`src/rtl/nalu_pkg.sv`:
```
// Package with types and constants for the nibble ALU datapath.
package nalu_pkg;

    // ==========================================================
    // Widths
    // ==========================================================
    localparam int NIB_W = 4;
    localparam int ADDR_W = 4;

    // ==========================================================
    // Register map
    // ==========================================================
    localparam logic [ADDR_W-1:0] ADDR_FLAGS = 4'h0;
    localparam logic [ADDR_W-1:0] ADDR_MODE = 4'h1;
    localparam int ZERO_BIT = 1;
    localparam int CARRY_BIT = 2;
    localparam int INHIBIT_BIT = 3;
    localparam int DEC_BIT = 0;
    localparam logic [NIB_W-1:0] RD_NONE = 4'h0;

    // ==========================================================
    // Arithmetic constants
    // ==========================================================
    localparam logic [NIB_W:0] DEC_MAX = 5'h09;
    localparam logic [NIB_W-1:0] DEC_ADJ = 4'h6;
    localparam logic [NIB_W-1:0] NIB_ZERO = 4'h0;
    localparam logic [NIB_W-1:0] NIB_TOP = 4'h0;

    // ==========================================================
    // Operations and carriers
    // ==========================================================
    typedef enum logic [3:0] {
        OP_ADD, OP_ADD_WITH_CARRY, OP_SUB, OP_SUBTRACT_WITH_BORROW,
        OP_OR, OP_AND, OP_XOR,
        OP_SKIP_IF_BITS_SET, OP_SKIP_IF_BITS_CLEAR,
        OP_SKIP_IF_EQUAL, OP_SKIP_IF_NOT_EQUAL,
        OP_SKIP_IF_GREATER_OR_EQUAL, OP_SKIP_IF_LESS_THAN,
        OP_ROTATE_RIGHT_THROUGH_CARRY
    } nalu_op_t;

    // One instruction: mem_imm high selects the memory/immediate form.
    typedef struct packed {
        nalu_op_t op;
        logic mem_imm;
        logic [NIB_W-1:0] reg_val;
        logic [NIB_W-1:0] mem_val;
        logic [NIB_W-1:0] imm;
    } nalu_req_t;

    typedef struct packed {
        logic decimal_flag;
        logic compare_inhibit_flag;
        logic carry_flag;
        logic zero_flag;
    } nalu_flags_t;

    localparam nalu_flags_t FLAGS_RST = '0;

endpackage

```
`src/rtl/nalu_datapath.sv`:
```
// Nibble ALU datapath with flag register and skip decision.
`timescale 1ns/100ps
// ==============================================================
// Summary of operation
// - Add and subtract, register/memory or memory/immediate.
// - Binary on full nibble, decimal on one digit.
// - Add stores to register or memory by form.
// - Add with carry adds carry flag too.
// - Subtract stores difference by form.
// - Subtract with borrow also removes carry flag.
// - AND, OR, XOR over nibble operands.
// - Logic results go to register or memory.
// - Bits-set test clears inhibit, skips if all set.
// - Bits-clear test clears inhibit, skips if masked zero.
// - Equal tests skip on zero or nonzero difference.
// - Magnitude tests skip on no borrow or borrow.
// - Rotate right through carry into register.
// - Compare inhibit blocks arithmetic stores, flags update.
// - Zero flag follows arithmetic result, sticky-cleared under inhibit.
// - Carry set on carry/borrow; only arithmetic, rotate.
// - Decimal flag selects decimal or binary arithmetic.
// ==============================================================
module nalu_datapath (
    // Clock and reset.
    input wire logic I_CLK,
    input wire logic I_RST_N,
    // Instruction request from the sequencer.
    input wire logic I_REQ_VALID,
    input wire nalu_pkg::nalu_req_t I_REQ,
    // Register port.
    input wire logic [nalu_pkg::ADDR_W-1:0] I_ADDR,
    input wire logic [nalu_pkg::NIB_W-1:0] I_WDATA,
    input wire logic I_WR,
    input wire logic I_RD,
    output logic [nalu_pkg::NIB_W-1:0] O_RDATA,
    // Results toward register file, data memory and sequencer.
    output logic [nalu_pkg::NIB_W-1:0] O_RESULT,
    output logic O_WR_REG,
    output logic O_WR_MEM,
    output logic O_SKIP,
    output nalu_pkg::nalu_flags_t O_FLAGS
);
    import nalu_pkg::*;

    // ==========================================================
    // State
    // ==========================================================
    logic [NIB_W-1:0] result_ff, nxt_result_ff;
    logic [NIB_W-1:0] rdata_ff, nxt_rdata_ff;
    logic wr_reg_ff, nxt_wr_reg_ff;
    logic wr_mem_ff, nxt_wr_mem_ff;
    logic skip_ff, nxt_skip_ff;
    nalu_flags_t flags_ff, nxt_flags_ff;

    // ==========================================================
    // Operand selection and arithmetic
    // ==========================================================
    logic [NIB_W-1:0] opa, opb, masked, arith_res;
    logic [NIB_W:0] sum5, diff5, test_diff5;
    logic cin, arith_cy, is_add, is_sub, is_arith;

    always_comb begin
        // Register/memory form uses reg and mem, otherwise mem and imm.
        opa = I_REQ.mem_imm ? I_REQ.mem_val : I_REQ.reg_val;
        opb = I_REQ.mem_imm ? I_REQ.imm : I_REQ.mem_val;
        is_add = (I_REQ.op == OP_ADD) || (I_REQ.op == OP_ADD_WITH_CARRY);
        is_sub = (I_REQ.op == OP_SUB) || (I_REQ.op == OP_SUBTRACT_WITH_BORROW);
        is_arith = is_add || is_sub;
        cin = ((I_REQ.op == OP_ADD_WITH_CARRY) ||
               (I_REQ.op == OP_SUBTRACT_WITH_BORROW)) && flags_ff.carry_flag;
        sum5 = {1'b0, opa} + {1'b0, opb} + {NIB_TOP, cin};
        diff5 = {1'b0, opa} - {1'b0, opb} - {NIB_TOP, cin};
        test_diff5 = {1'b0, I_REQ.mem_val} - {1'b0, I_REQ.imm};
        masked = I_REQ.mem_val & I_REQ.imm;
        if (is_add) begin
            if (flags_ff.decimal_flag && (sum5 > DEC_MAX)) begin
                // Decimal digit correction on overflow past nine.
                arith_res = sum5[NIB_W-1:0] + DEC_ADJ;
                arith_cy = 1'b1;
            end else begin
                arith_res = sum5[NIB_W-1:0];
                arith_cy = sum5[NIB_W];
            end
        end else begin
            if (flags_ff.decimal_flag && diff5[NIB_W]) begin
                arith_res = diff5[NIB_W-1:0] - DEC_ADJ;
            end else begin
                arith_res = diff5[NIB_W-1:0];
            end
            arith_cy = diff5[NIB_W];
        end
    end

    // ==========================================================
    // Next-state logic
    // ==========================================================
    always_comb begin
        nxt_result_ff = result_ff;
        nxt_wr_reg_ff = 1'b0;
        nxt_wr_mem_ff = 1'b0;
        nxt_skip_ff = 1'b0;
        nxt_flags_ff = flags_ff;
        nxt_rdata_ff = RD_NONE;
        // Software access; an instruction in the same cycle wins on flags.
        if (I_WR && (I_ADDR == ADDR_FLAGS)) begin
            nxt_flags_ff.zero_flag = I_WDATA[ZERO_BIT];
            nxt_flags_ff.carry_flag = I_WDATA[CARRY_BIT];
            nxt_flags_ff.compare_inhibit_flag = I_WDATA[INHIBIT_BIT];
        end
        if (I_WR && (I_ADDR == ADDR_MODE)) begin
            nxt_flags_ff.decimal_flag = I_WDATA[DEC_BIT];
        end
        if (I_RD && (I_ADDR == ADDR_FLAGS)) begin
            nxt_rdata_ff = RD_NONE;
            nxt_rdata_ff[ZERO_BIT] = flags_ff.zero_flag;
            nxt_rdata_ff[CARRY_BIT] = flags_ff.carry_flag;
            nxt_rdata_ff[INHIBIT_BIT] = flags_ff.compare_inhibit_flag;
        end
        if (I_RD && (I_ADDR == ADDR_MODE)) begin
            nxt_rdata_ff[DEC_BIT] = flags_ff.decimal_flag;
        end
        if (I_REQ_VALID) begin
            case (I_REQ.op)
                OP_ADD, OP_ADD_WITH_CARRY, OP_SUB, OP_SUBTRACT_WITH_BORROW: begin
                    nxt_result_ff = arith_res;
                    // Inhibit suppresses the store, never the flag update.
                    nxt_wr_reg_ff = !flags_ff.compare_inhibit_flag && !I_REQ.mem_imm;
                    nxt_wr_mem_ff = !flags_ff.compare_inhibit_flag && I_REQ.mem_imm;
                    nxt_flags_ff.carry_flag = arith_cy;
                    if (flags_ff.compare_inhibit_flag) begin
                        nxt_flags_ff.zero_flag = flags_ff.zero_flag &&
                                                 (arith_res == NIB_ZERO);
                    end else begin
                        nxt_flags_ff.zero_flag = (arith_res == NIB_ZERO);
                    end
                end
                OP_OR, OP_AND, OP_XOR: begin
                    if (I_REQ.op == OP_OR) begin
                        nxt_result_ff = opa | opb;
                    end else if (I_REQ.op == OP_AND) begin
                        nxt_result_ff = opa & opb;
                    end else begin
                        nxt_result_ff = opa ^ opb;
                    end
                    nxt_wr_reg_ff = !I_REQ.mem_imm;
                    nxt_wr_mem_ff = I_REQ.mem_imm;
                end
                OP_SKIP_IF_BITS_SET: begin
                    nxt_flags_ff.compare_inhibit_flag = 1'b0;
                    nxt_skip_ff = (masked == I_REQ.imm);
                end
                OP_SKIP_IF_BITS_CLEAR: begin
                    nxt_flags_ff.compare_inhibit_flag = 1'b0;
                    nxt_skip_ff = (masked == NIB_ZERO);
                end
                OP_SKIP_IF_EQUAL: begin
                    nxt_skip_ff = (test_diff5[NIB_W-1:0] == NIB_ZERO);
                end
                OP_SKIP_IF_NOT_EQUAL: begin
                    nxt_skip_ff = (test_diff5[NIB_W-1:0] != NIB_ZERO);
                end
                OP_SKIP_IF_GREATER_OR_EQUAL: begin
                    nxt_skip_ff = !test_diff5[NIB_W];
                end
                OP_SKIP_IF_LESS_THAN: begin
                    nxt_skip_ff = test_diff5[NIB_W];
                end
                OP_ROTATE_RIGHT_THROUGH_CARRY: begin
                    nxt_result_ff = {flags_ff.carry_flag,
                                     I_REQ.reg_val[NIB_W-1:1]};
                    nxt_flags_ff.carry_flag = I_REQ.reg_val[0];
                    nxt_wr_reg_ff = 1'b1;
                end
                default: begin
                    nxt_result_ff = result_ff;
                end
            endcase
        end
    end

    always_ff @(posedge I_CLK) begin
        if (!I_RST_N) begin
            result_ff <= NIB_ZERO;
            rdata_ff <= RD_NONE;
            wr_reg_ff <= 1'b0;
            wr_mem_ff <= 1'b0;
            skip_ff <= 1'b0;
            flags_ff <= FLAGS_RST;
        end else begin
            result_ff <= nxt_result_ff;
            rdata_ff <= nxt_rdata_ff;
            wr_reg_ff <= nxt_wr_reg_ff;
            wr_mem_ff <= nxt_wr_mem_ff;
            skip_ff <= nxt_skip_ff;
            flags_ff <= nxt_flags_ff;
        end
    end

    assign O_RESULT = result_ff;
    assign O_RDATA = rdata_ff;
    assign O_WR_REG = wr_reg_ff;
    assign O_WR_MEM = wr_mem_ff;
    assign O_SKIP = skip_ff;
    assign O_FLAGS = flags_ff;
endmodule

```
`config.mk`:
```
export PLATFORM = sky130hd
export DESIGN_NAME = nalu_datapath
export DESIGN_NICKNAME = d
export VERILOG_FILES = /design/src/rtl/nalu_pkg.sv /design/src/rtl/nalu_datapath.sv
export SDC_FILE = /design/constraint.sdc
export NUM_CORES = 1
export LEC_CHECK = 0
export BUFFER_PORTS_ARGS = -buffer_cell sky130_fd_sc_hd__buf_2
export CAP_MARGIN = 20
export CORE_UTILIZATION = 45
export DETAILED_ROUTE_END_ITERATION = 12
export GPL_TIMING_DRIVEN = 0
export PLACE_DENSITY = 0.73
export SLEW_MARGIN = 20
export SYNTH_ARGS = -nofsm -noshare
export SYNTH_HDL_FRONTEND = slang
export SYNTH_SLANG_ARGS = --single-unit
```
`constraint.sdc`:
```
create_clock -name I_CLK -period 7.8 [get_ports I_CLK]
set_input_delay 0 -clock I_CLK [delete_from_list [all_inputs] [get_ports I_CLK]]
set_output_delay 0 -clock I_CLK [all_outputs]
set_load 0.05 [all_outputs]
```
==> results of run 1 <==
-- cell usage after synthesis (all sizes together) (5+ instances only) --
library cell / count / area, sq um
nor3: 5 / 25.0
a21oi: 14 / 73.8
nand3: 8 / 40.0
nor2b: 8 / 50.1
inv: 26 / 97.6
o21a: 6 / 45.0
nor2: 14 / 52.6
nand2: 14 / 52.6
ha: 27 / 338
a211oi: 6 / 50.1
mux2i: 5 / 50.1
nand2b: 5 / 31.3
o21ai: 19 / 95.1
clkbuf: 6 / 22.5
dfxtp: 15 / 300
fa: 5 / 100
-- state kept, by name (all words and copies together) (netlist names) --
| signal | count |
|---|---|
| O_RESULT | 4 |
| O_RDATA | 4 |
| O_FLAGS | 4 |
| O_WR_REG | 1 |
| O_SKIP | 1 |
| O_WR_MEM | 1 |
-- critical path: cells and delay by family, from the launching register on --
| family | cells | cell delay (ns) |
|---|---|---|
| fa+ha+maj | 3 | 1.02 |
| compound gates | 3 | 0.73 |
| mux | 1 | 0.41 |
| flops | 1 | 0.39 |
| simple gates | 2 | 0.33 |
| buf+inv | 2 | 0.22 |
-- worst paths after layout --
path	from	end	depth (start not counted)
min	I_ADDR[0]	O_RDATA[0]	3
min reg2reg	O_RESULT[0]	O_RESULT[0]	2
max	O_FLAGS[1]	O_FLAGS[0]	11
max reg2reg	O_FLAGS[1]	O_FLAGS[0]	11
-- per-stage QoR --
| stage | utilization [%] | setup slack, ns | power (mW) | instances | area, sq um |
|---|---|---|---|---|---|
| after global routing | 55.4 | 4.44 | 0.308 | 334 | 2250 |
| after floorplan | - | 4.45 | 0.187 | 238 | 1920 |
| after global placement | 53.7 | 4.42 | 0.220 | 328 | 2180 |
| after detailed placement | 53.7 | 4.43 | 0.222 | 328 | 2180 |
| final | 55.4 | 4.62 | 0.287 | 334 | 2250 |
| after CTS | 55.4 | 4.63 | 0.286 | 334 | 2250 |
-- cell type report --
cell class                      instances  area (sq um)  area share (%)
Buffer                                  9          50.0            2.23
Sequential cell                        15           300            13.4
Multi-Input combinational cell        188          1470            65.4
Inverter                               26          97.6            4.34
Clock buffer                            3          41.3            1.84
Timing Repair Buffer                   42           220            9.80
Clock inverter                          1          5.00           0.223
Tap cell                               50          62.6            2.78
-- layer usage --
metal,part of all wire (%),vias to the layer above,track usage (%)
met5,0,-,0
met4,0.66,0,3.99
met3,3.7,5,1.69
met2,48,39,37.1
met1,48,819,29.5
li1,-,938,-
-- where the power goes --
group	total [mW]	switching (mW)	internal, mW
Combinational	0.142	0.0857	0.0565
Clock	0.0640	0.0285	0.0354
Sequential	0.0809	0.00152	0.0793
-- kinds of logic after synthesis --
family	Yosys count	share of synthesized area, %
compound gates	69	26.0
xor+xnor	6	3.13
fa+ha+maj	32	22.8
buf+inv	35	7.70
flops	15	15.7
mux	8	4.57
simple gates	73	20.2
-- placed cells by master, fill, tap and decap left out, types with 5 or more instances in the layout --
cell type  instances
buf_2             41
clkbuf_1           6
nor3_1             5
fa_1               5
dfxtp_1           15
nand3_1            8
a21oi_1           13
nand2_1           14
nor2b_1            8
o21a_1             6
inv_1             26
ha_1              27
mux2i_1            5
a211oi_1           5
nor2_1            14
nand2b_1           5
o21ai_0           19
==> results.md, run 1 <==
- Maximum vdd drop: 0.0470 mV
- Worst Setup Start Kind: register
- First-pass GRT wire length: 7540 um
- Nets@finish: 347
- CTS tree: done
- Num CTS Buffers: 3
- Total Routing Usage GR: 21.6%
- Final min period: 3.18 ns
- WP data arrival: 3.34 ns
- Cell count after synthesis: 238
- Final setup viols: 0
- Clk_lat worst skew: 0.25 ns
- Final wirelength: 4550 um
- GPL Wtd Cong: 0.907
- Synth Area per Inst: 8.06 sq um
- Critical path required time: 7.96 ns
- Wirelength per Cell: 13.6 um
- Initial antenna violation count: 0
- Vias in the first global route: 1649
- Worst Tran Pin Value: 0.473 ns
- Fin crit share: 40.8%
- Sequence of cells on the critical path: nand3_1 > fa_1 > inv_1 > fa_1 > inv_1 > ha_1 > nor2b_1 > o221ai_2 > o32ai_4 > mux2_2 > o41ai_2
- Yosys warns: 0
- Worst hold margin: 0.00650 ns
- CTS Buffer Depth: 2
- Setup TNS: 0 ns
- Grt ovf: 0
- Crit. End Element: register
- Pre-antenna DRT Iters: 4
- Fraction of layout cells with a size suffix above 1: 20.4%
- Via density: 5.39
- H-tree depth: 1
- N_diodes: 0
- Clock transition at path regs: 0.06 ns
- Max Slew Vio Count: 0
- Largest net degree at the start of global routing: 11
- Leak: 1.08 nW
- Number of flops mapped to enable cells by yosys: 0
- Number of nets with antenna violations after detailed routing: 0
- Worst R2R Setup Slack: 4.62 ns
- CTS Hold Bufs: 2
- RSZ-0062 raised after global routing: no
- Yosys cell types: 53
- Outcome: finished, final reports clean
- DIE AREA: 0.00453 sq mm
- Die H: 67.3 um
- Seq/Total Area, Yosys: 15.7%
- CTS Root Cell: clkbuf_8
- Buffers on Ports: 40
- Starting Density: 47.3%
- Crit Path Class: reg2reg
- Filler cell count: 393
- Core Region: 0.00406 sq mm
- Sink Count: 15
- Post-CTS Setup Inserts: 0
- Post-DP HPWL: 3750 um
- Worst Skew: 0.00197 ns
- Worst slew margin: 68.3%
- # rows: 23
- Fmax: 314 MHz
- Power Density: 128 mW/mm^2
- Io pins: 45
- CTS resizes: 0
- Critical-path maximum fanout: 5
- P&R area growth vs syn: 17.2%
- Chip width: 67.3 um
- Highest-delay cell along the critical path: fa_1
- Final hold vios: 0
- Synthesized net count: 300
- DRC violations left: 0
- Max-cap violations: 0
- Via Count: 1801
- Worst hold path class: in2reg
- Ys flop type: dfxtp_1
- Async SR Flop Fraction: 0%
- Critical Path Max Stage Delay: 0.43 ns
- Post-synthesis register bit count: 15
- Post-Syn Area: 0.00192 sq mm
- Detailed Route Iter0 Violations: 125
Note: power is estimated with default switching activity, not from simulation.
==> run 2, diff against run 1 <==
Clock period 7.8 ns to 3.1 ns, I/O delays scaled along.
==> results.md, run 2 (synthesized netlist as in run 1, its figures left out) <==
- Final setup viols: 0 (unchanged)
- Switching pwr: 295 uW (+150%)
- Die H: 67.3 um (unchanged)
- DRC violations left: 0 (unchanged)
- CTS Buffer Depth: 2 (unchanged)
- Sw frac: 40.0% (-0.27 points)
- Largest net degree at the start of global routing: 15 (+4)
- Total Routing Usage GR: 21.9% (+0.21 points)
- Max-cap violations: 0 (unchanged)
- Crit Path Class: reg2reg
- Hold Path Depth: 3 (unchanged)
- Worst Skew: 0.00445 ns (+0.00248 ns)
- Clock Power Share: 21.1% (-1.2 points)
- Fraction of layout cells with a size suffix above 1: 23.6% (+3.2 points)
- Seq pwr share: 27.6% (-0.6 points)
- Outcome: finished, final reports clean
- Core Region: 0.00406 sq mm (unchanged)
- Worst R2R Setup Slack: 0.17 ns (-4.45 ns)
- GPL Wtd Cong: 0.884 (-2.6%)
- First-pass GRT wire length: 7650 um (+1.5%)
- H-tree depth: 1 (unchanged)
- Via Count: 1839 (+2.1%)
- Critical Path End: O_FLAGS[0]
- Worst Tran Pin Value: 0.478 ns (+0.00512 ns)
- Vias in the first global route: 1655 (+0.36%)
- Clk_lat worst skew: 0.24 ns (about the same)
- Fmax: 341 MHz (+8.5%)
- Critical path required time: 3.25 ns (-4.71 ns)
- Initial antenna violation count: 0 (unchanged)
- CTS tree: done
- Critical-path maximum fanout: 5 (unchanged)
- Worst Setup Start Kind: register
- N_diodes: 0 (unchanged)
- Chip width: 67.3 um (unchanged)
- Clock transition at path regs: 0.06 ns (about the same)
- Critical Path Max Stage Delay: 0.44 ns (about the same)
- Grt ovf: 0 (unchanged)
- Sink Count: 15 (unchanged)
- Wirelength per Cell: 13.9 um (+2.3%)
- Post-DP HPWL: 3760 um (+0.21%)
- Most frequent cells in the layout: 41 x buf_2, 27 x ha_1, 25 x inv_1
- Detailed Route Iter0 Violations: 144 (+15%)
- Io pins: 45 (unchanged)
- Power Density: 322 mW/mm^2 (+150%)
- Worst hold margin: 0.00899 ns (+0.00250 ns)
- Final min period: 2.93 ns (-0.249 ns)
- Most common cell after layout, fill and taps aside: buf_2
- R2r startpoint: O_FLAGS[1]
- Final hold vios: 0 (unchanged)
- Leak: 1.09 nW (+1.0%)
- Crit. End Element: register
- Crit. Startpoint: O_FLAGS[1]
- Final wirelength: 4660 um (+2.3%)
- Fin crit share: 94.5% (+54 points)
- Number of nets with antenna violations after detailed routing: 0 (unchanged)
- Logic pwr share: 51.3% (+1.8 points)
- Worst Reg-to-Reg Cells: 11 (unchanged)
- Max Slew Vio Count: 0 (unchanged)
- WP data arrival: 3.08 ns (-0.26 ns)
- Nets@finish: 347 (unchanged)
- Maximum vdd drop: 0.135 mV (+190%)
- Pre-antenna DRT Iters: 5 (+1)
- Worst slew margin: 68.0% (-0.34 points)
- Via density: 5.51 (+2.1%)
- Buffers on Ports: 40 (unchanged)
- Worst hold path class: in2reg
- DIE AREA: 0.00453 sq mm (unchanged)
- Sequence of cells on the critical path: nand3_2 > fa_2 > inv_1 > fa_1 > inv_2 > ha_1 > nor2b_4 > o221ai_2 > o32ai_4 > mux2_4 > o41ai_2
- Placed insts: 328 (unchanged)
- P&R area growth vs syn: 19.0%
- CTS Root Cell: clkbuf_8
- R2r endpoint: O_FLAGS[0]
- Pint: 441 uW (+160%)
- Non-filler cells, final: 334 (unchanged)
- Highest-delay cell along the critical path: fa_1
- Num CTS Buffers: 3 (unchanged)
- # rows: 23 (unchanged)
- Starting Density: 47.3% (unchanged)
run 2: cell count changes in the layout (fill, tap and decap cells not counted), sizes merged:
cell,before,now
clkbuf,9,8
dlygate4sd3,2,1
buf,43,45
run 2: worst min-delay path by stage:
stage / from / end / slack (ns)
6_report: I_RD / O_RDATA[0] / 0.009
5_1_grt: I_RD / O_RDATA[0] / 0.0006
4_1_cts: I_RD / O_RDATA[0] / 0.009
3_5_place_dp: I_WDATA[0] / O_FLAGS[3] / 0.24
3_3_place_gp: I_WDATA[0] / O_FLAGS[3] / 0.24
2_1_floorplan: I_ADDR[0] / O_RDATA[0] / 0.12
run 2: metrics by stage:
stage	worst slack [ns]	total power, mW	TNS (ns)	util (%)	cell area, sq um
after floorplan	0.0153	0.471	0	-	1920
after global placement	-0.266	0.553	-0.679	53.8	2180
after detailed placement	-0.285	0.562	-0.748	53.8	2180
after CTS	0.0366	0.720	0	55.3	2240
after global routing	-0.00566	0.794	-0.00566	56.2	2280
final	0.169	0.736	0	56.2	2280
run 2: power by group through the flow:
stage / logic (mW) / clock network, mW / registers, mW
2_1_floorplan: 0.240 / 0 / 0.231
5_1_grt: 0.419 / 0.170 / 0.204
6_report: 0.377 / 0.155 / 0.203
4_1_cts: 0.360 / 0.157 / 0.203
3_5_place_dp: 0.355 / 0 / 0.207
3_3_place_gp: 0.346 / 0 / 0.207
run 2: worst max-delay path, delay by kind of cell (launching register included):
family                   cells  cell delay, ns
multiplexers                 1            0.35
AO/OA/AOI/OAI                3            0.74
flip-flops                   1            0.36
AND/OR/NAND/NOR              2            0.24
buffers and inverters        2            0.19
adder cells (fa/ha/maj)      3            0.97
run 2: timing repair:
item                                    in CTS  in global routing
gates resized for setup                      2                  6
endpoints found under the setup margin       2                  3
pin swaps                                    1                  2
buffers inserted                             0                  2
endpoints found under the hold margin        1                  0
hold buffers                                 1                  0
run 2: area by class of cell:
| type | count | area, sq um |
|---|---|---|
| Clock buffer | 3 | 41.3 |
| Timing Repair Buffer | 43 | 225 |
| Sequential cell | 15 | 304 |
| Buffer | 8 | 46.3 |
| Tap cell | 50 | 62.6 |
| Inverter | 26 | 97.6 |
| Multi-Input combinational cell | 188 | 1500 |
| Fill cell | 380 | 1780 |
| Clock inverter | 1 | 5.00 |
run 2: metal layers:
metal  global-route usage, %  part of all wire [%]  wire length (um)  vias up
met1                    30.4                    48              2250      838
met4                    3.19                   1.1                49        0
met5                       0                     0                 0        -
met3                    1.69                   3.7               173        8
met2                    37.1                    47              2190       53
li1                        -                     -                 -      940
==> run 3, diff against run 2 <==
Settings changed: BUFFER_PORTS_ARGS -buffer_cell sky130_fd_sc_hd__buf_2 to -buffer_cell sky130_fd_sc_hd__buf_4, PLACE_DENSITY 0.73 to 0.75.
Clock period 3.1 ns to 2.38 ns, I/O delays scaled along.
==> results.md, run 3 (synthesized netlist as in run 1, its figures left out) <==
- Outcome: complete, but fails checks
- Failing checks: setup timing
- Leak: 1.15 nW (+5.7%)
- Most frequent cells in the layout: 48 x buf_4, 24 x ha_1, 21 x inv_1
- Total Power: 1.03 mW (+41%)
- Worst Skew: 0.00569 ns (+0.00124 ns)
- Sw frac: 39.5% (-0.58 points)
- Post-layout util: 61.9% (+5.6 points)
- Total Routing Usage GR: 24.1% (+2.2 points)
- Critical path required time: 2.52 ns (-0.73 ns)
- Final hold vios: 0 (unchanged)
- Final wirelength: 4910 um (+5.3%)
- Clk_lat worst skew: 0.25 ns (about the same)
- Crit Path Class: reg2reg
- Via Count: 1855 (+0.87%)
- Final setup viols: 5 (+5)
- Max Slew Vio Count: 0 (unchanged)
- Fraction of layout cells with a size suffix above 1: 29.2% (+5.6 points)
- Initial antenna violation count: 0 (unchanged)
- Worst Tran Pin Value: 0.510 ns (+0.0321 ns)
- Grt ovf: 0 (unchanged)
- Pint: 626 uW (+42%)
- Worst slack, placed: -0.740 ns (-0.455 ns)
- Worst Setup Start Kind: register
- Die H: 67.3 um (unchanged)
- Number of nets with antenna violations after detailed routing: 0 (unchanged)
- Cell Area, Placed: 0.00235 sq mm (+7.7%)
- Sequence of cells on the critical path: nand3_4 > fa_2 > inv_2 > fa_2 > inv_2 > ha_4 > nor2b_4 > o221ai_2 > o32ai_4 > buf_4 > mux2_4 > o21ai_2 > a21oi_1
- GPL Wtd Cong: 0.864 (-2.2%)
- RSZ-0062 raised after global routing: yes
- Most common cell after layout, fill and taps aside: buf_4
- Worst R2R Setup Slack: -0.46 ns (-0.63 ns)
- WP data arrival: 2.98 ns (-0.10 ns)
- Io pins: 45 (unchanged)
- First-pass GRT wire length: 8270 um (+8.1%)
- Vias in the first global route: 1728 (+4.4%)
- Largest net degree at the start of global routing: 11 (-4)
- Logic pwr share: 54.7% (+3.4 points)
- Critical-path maximum fanout: 3 (-2)
- Fin crit share: 119% (+25 points)
- DRC violations left: 0 (unchanged)
- Nets@finish: 354 (+2.0%)
- DIE AREA: 0.00453 sq mm (unchanged)
- Fmax: 352 MHz (+3.1%)
- Switching pwr: 408 uW (+38%)
- Max-cap violations: 0 (unchanged)
- Filler cell count: 374 (-1.6%)
- Maximum vdd drop: 0.166 mV (+23%)
- Clock Power Share: 19.7% (-1.4 points)
- Post-DP HPWL: 3950 um (+5.1%)
- Highest-delay cell along the critical path: fa_2
- Seq pwr share: 25.7% (-1.9 points)
- # rows: 23 (unchanged)
- Critical Path Max Stage Delay: 0.44 ns (about the same)
- Clock transition at path regs: 0.06 ns (about the same)
- Post-route setup slack: -0.462 ns (-0.631 ns)
- Starting Density: 47.3% (unchanged)
- CTS tree: done
- Worst hold path class: in2reg
- Final min period: 2.84 ns (-0.0885 ns)
- Setup TNS: -1.67 ns (-1.67 ns)
- Crit. End Element: register
- N_diodes: 0 (unchanged)
- Power Density: 412 mW/mm^2 (+28%)
- CTS Buffer Depth: 2 (unchanged)
- Post-route cell area: 0.00251 sq mm (+10%)
- Sink Count: 15 (unchanged)
- CTS Root Cell: clkbuf_8
- H-tree depth: 1 (unchanged)
- Pre-antenna DRT Iters: 4 (-1)
- Detailed Route Iter0 Violations: 164 (+14%)
- Wirelength per Cell: 14.4 um (+3.2%)
- Buffers on Ports: 40 (unchanged)
- Via density: 5.44 (-1.2%)
- Chip width: 67.3 um (unchanged)
- Core Region: 0.00406 sq mm (unchanged)
- P&R area growth vs syn: 30.9%
- Num CTS Buffers: 3 (unchanged)
- Worst slew margin: 66.0% (-2.0 points)
-- run 3: cell count changes in the layout (fill, tap and decap cells not counted), sizes merged --
cell and delta:
buf +6, clkbuf +1
-- run 3: critical path, delay by kind of cell, from the launching register on --
| kind | cells | cell delay, ns |
|---|---|---|
| fa+ha+maj | 3 | 0.93 |
| compound gates | 4 | 0.59 |
| flops | 1 | 0.36 |
| buf+inv | 3 | 0.33 |
| mux | 1 | 0.31 |
| simple gates | 2 | 0.22 |
-- run 3: what timing repair did --
action | in CTS | in global routing
resized for setup | 8 | 0
setup endpoints to repair | 5 | 5
pin swaps | 6 | 0
hold buffers | 1 | 0
buffers inserted | 7 | 1
hold endpoints to repair | 1 | 0
-- run 3: routing by layer --
metal	global-route usage, %	routed length [um]	vias to the layer above
met3	1.52	208	2
met4	3.19	11	0
met1	32.6	2300	853
met5	0	0	-
met2	42.5	2390	44
li1	-	-	956
-- run 3: power by group through the flow --
| stage | registers, mW | clock network [mW] | logic, mW |
|---|---|---|---|
| 2_1_floorplan | 0.301 | 0 | 0.341 |
| 3_3_place_gp | 0.271 | 0 | 0.495 |
| 3_5_place_dp | 0.271 | 0 | 0.508 |
| 4_1_cts | 0.265 | 0.208 | 0.560 |
| 5_1_grt | 0.266 | 0.220 | 0.630 |
| 6_report | 0.265 | 0.203 | 0.565 |
-- run 3: cell type report --
type | count | area, sq um | share of cell area [%]
well taps | 50 | 62.6 | 2.49
clock buffers | 3 | 41.3 | 1.65
multi-input cells | 188 | 1570 | 62.5
clock inverters | 1 | 5.00 | 0.199
plain buffers | 9 | 60.1 | 2.39
flip-flops and latches | 15 | 304 | 12.1
inverters | 26 | 97.6 | 3.89
repair buffers | 49 | 370 | 14.8
-- run 3: worst paths after layout --
path	from	endpoint	cells past startpoint
hold reg to reg	O_RESULT[0]	O_RESULT[0]	2
setup / recovery	O_FLAGS[1]	O_RESULT[2]	13
hold / removal	I_ADDR[0]	O_RDATA[0]	3
setup reg to reg	O_FLAGS[1]	O_RESULT[2]	13
-- run 3: through the flow --
stage                     hold WS, ns  cells
after floorplan                 0.123    238
after CTS                     0.00842    340
final                          0.0113    341
after global placement          0.235    328
after detailed placement        0.246    328
after global routing           0.0134    341
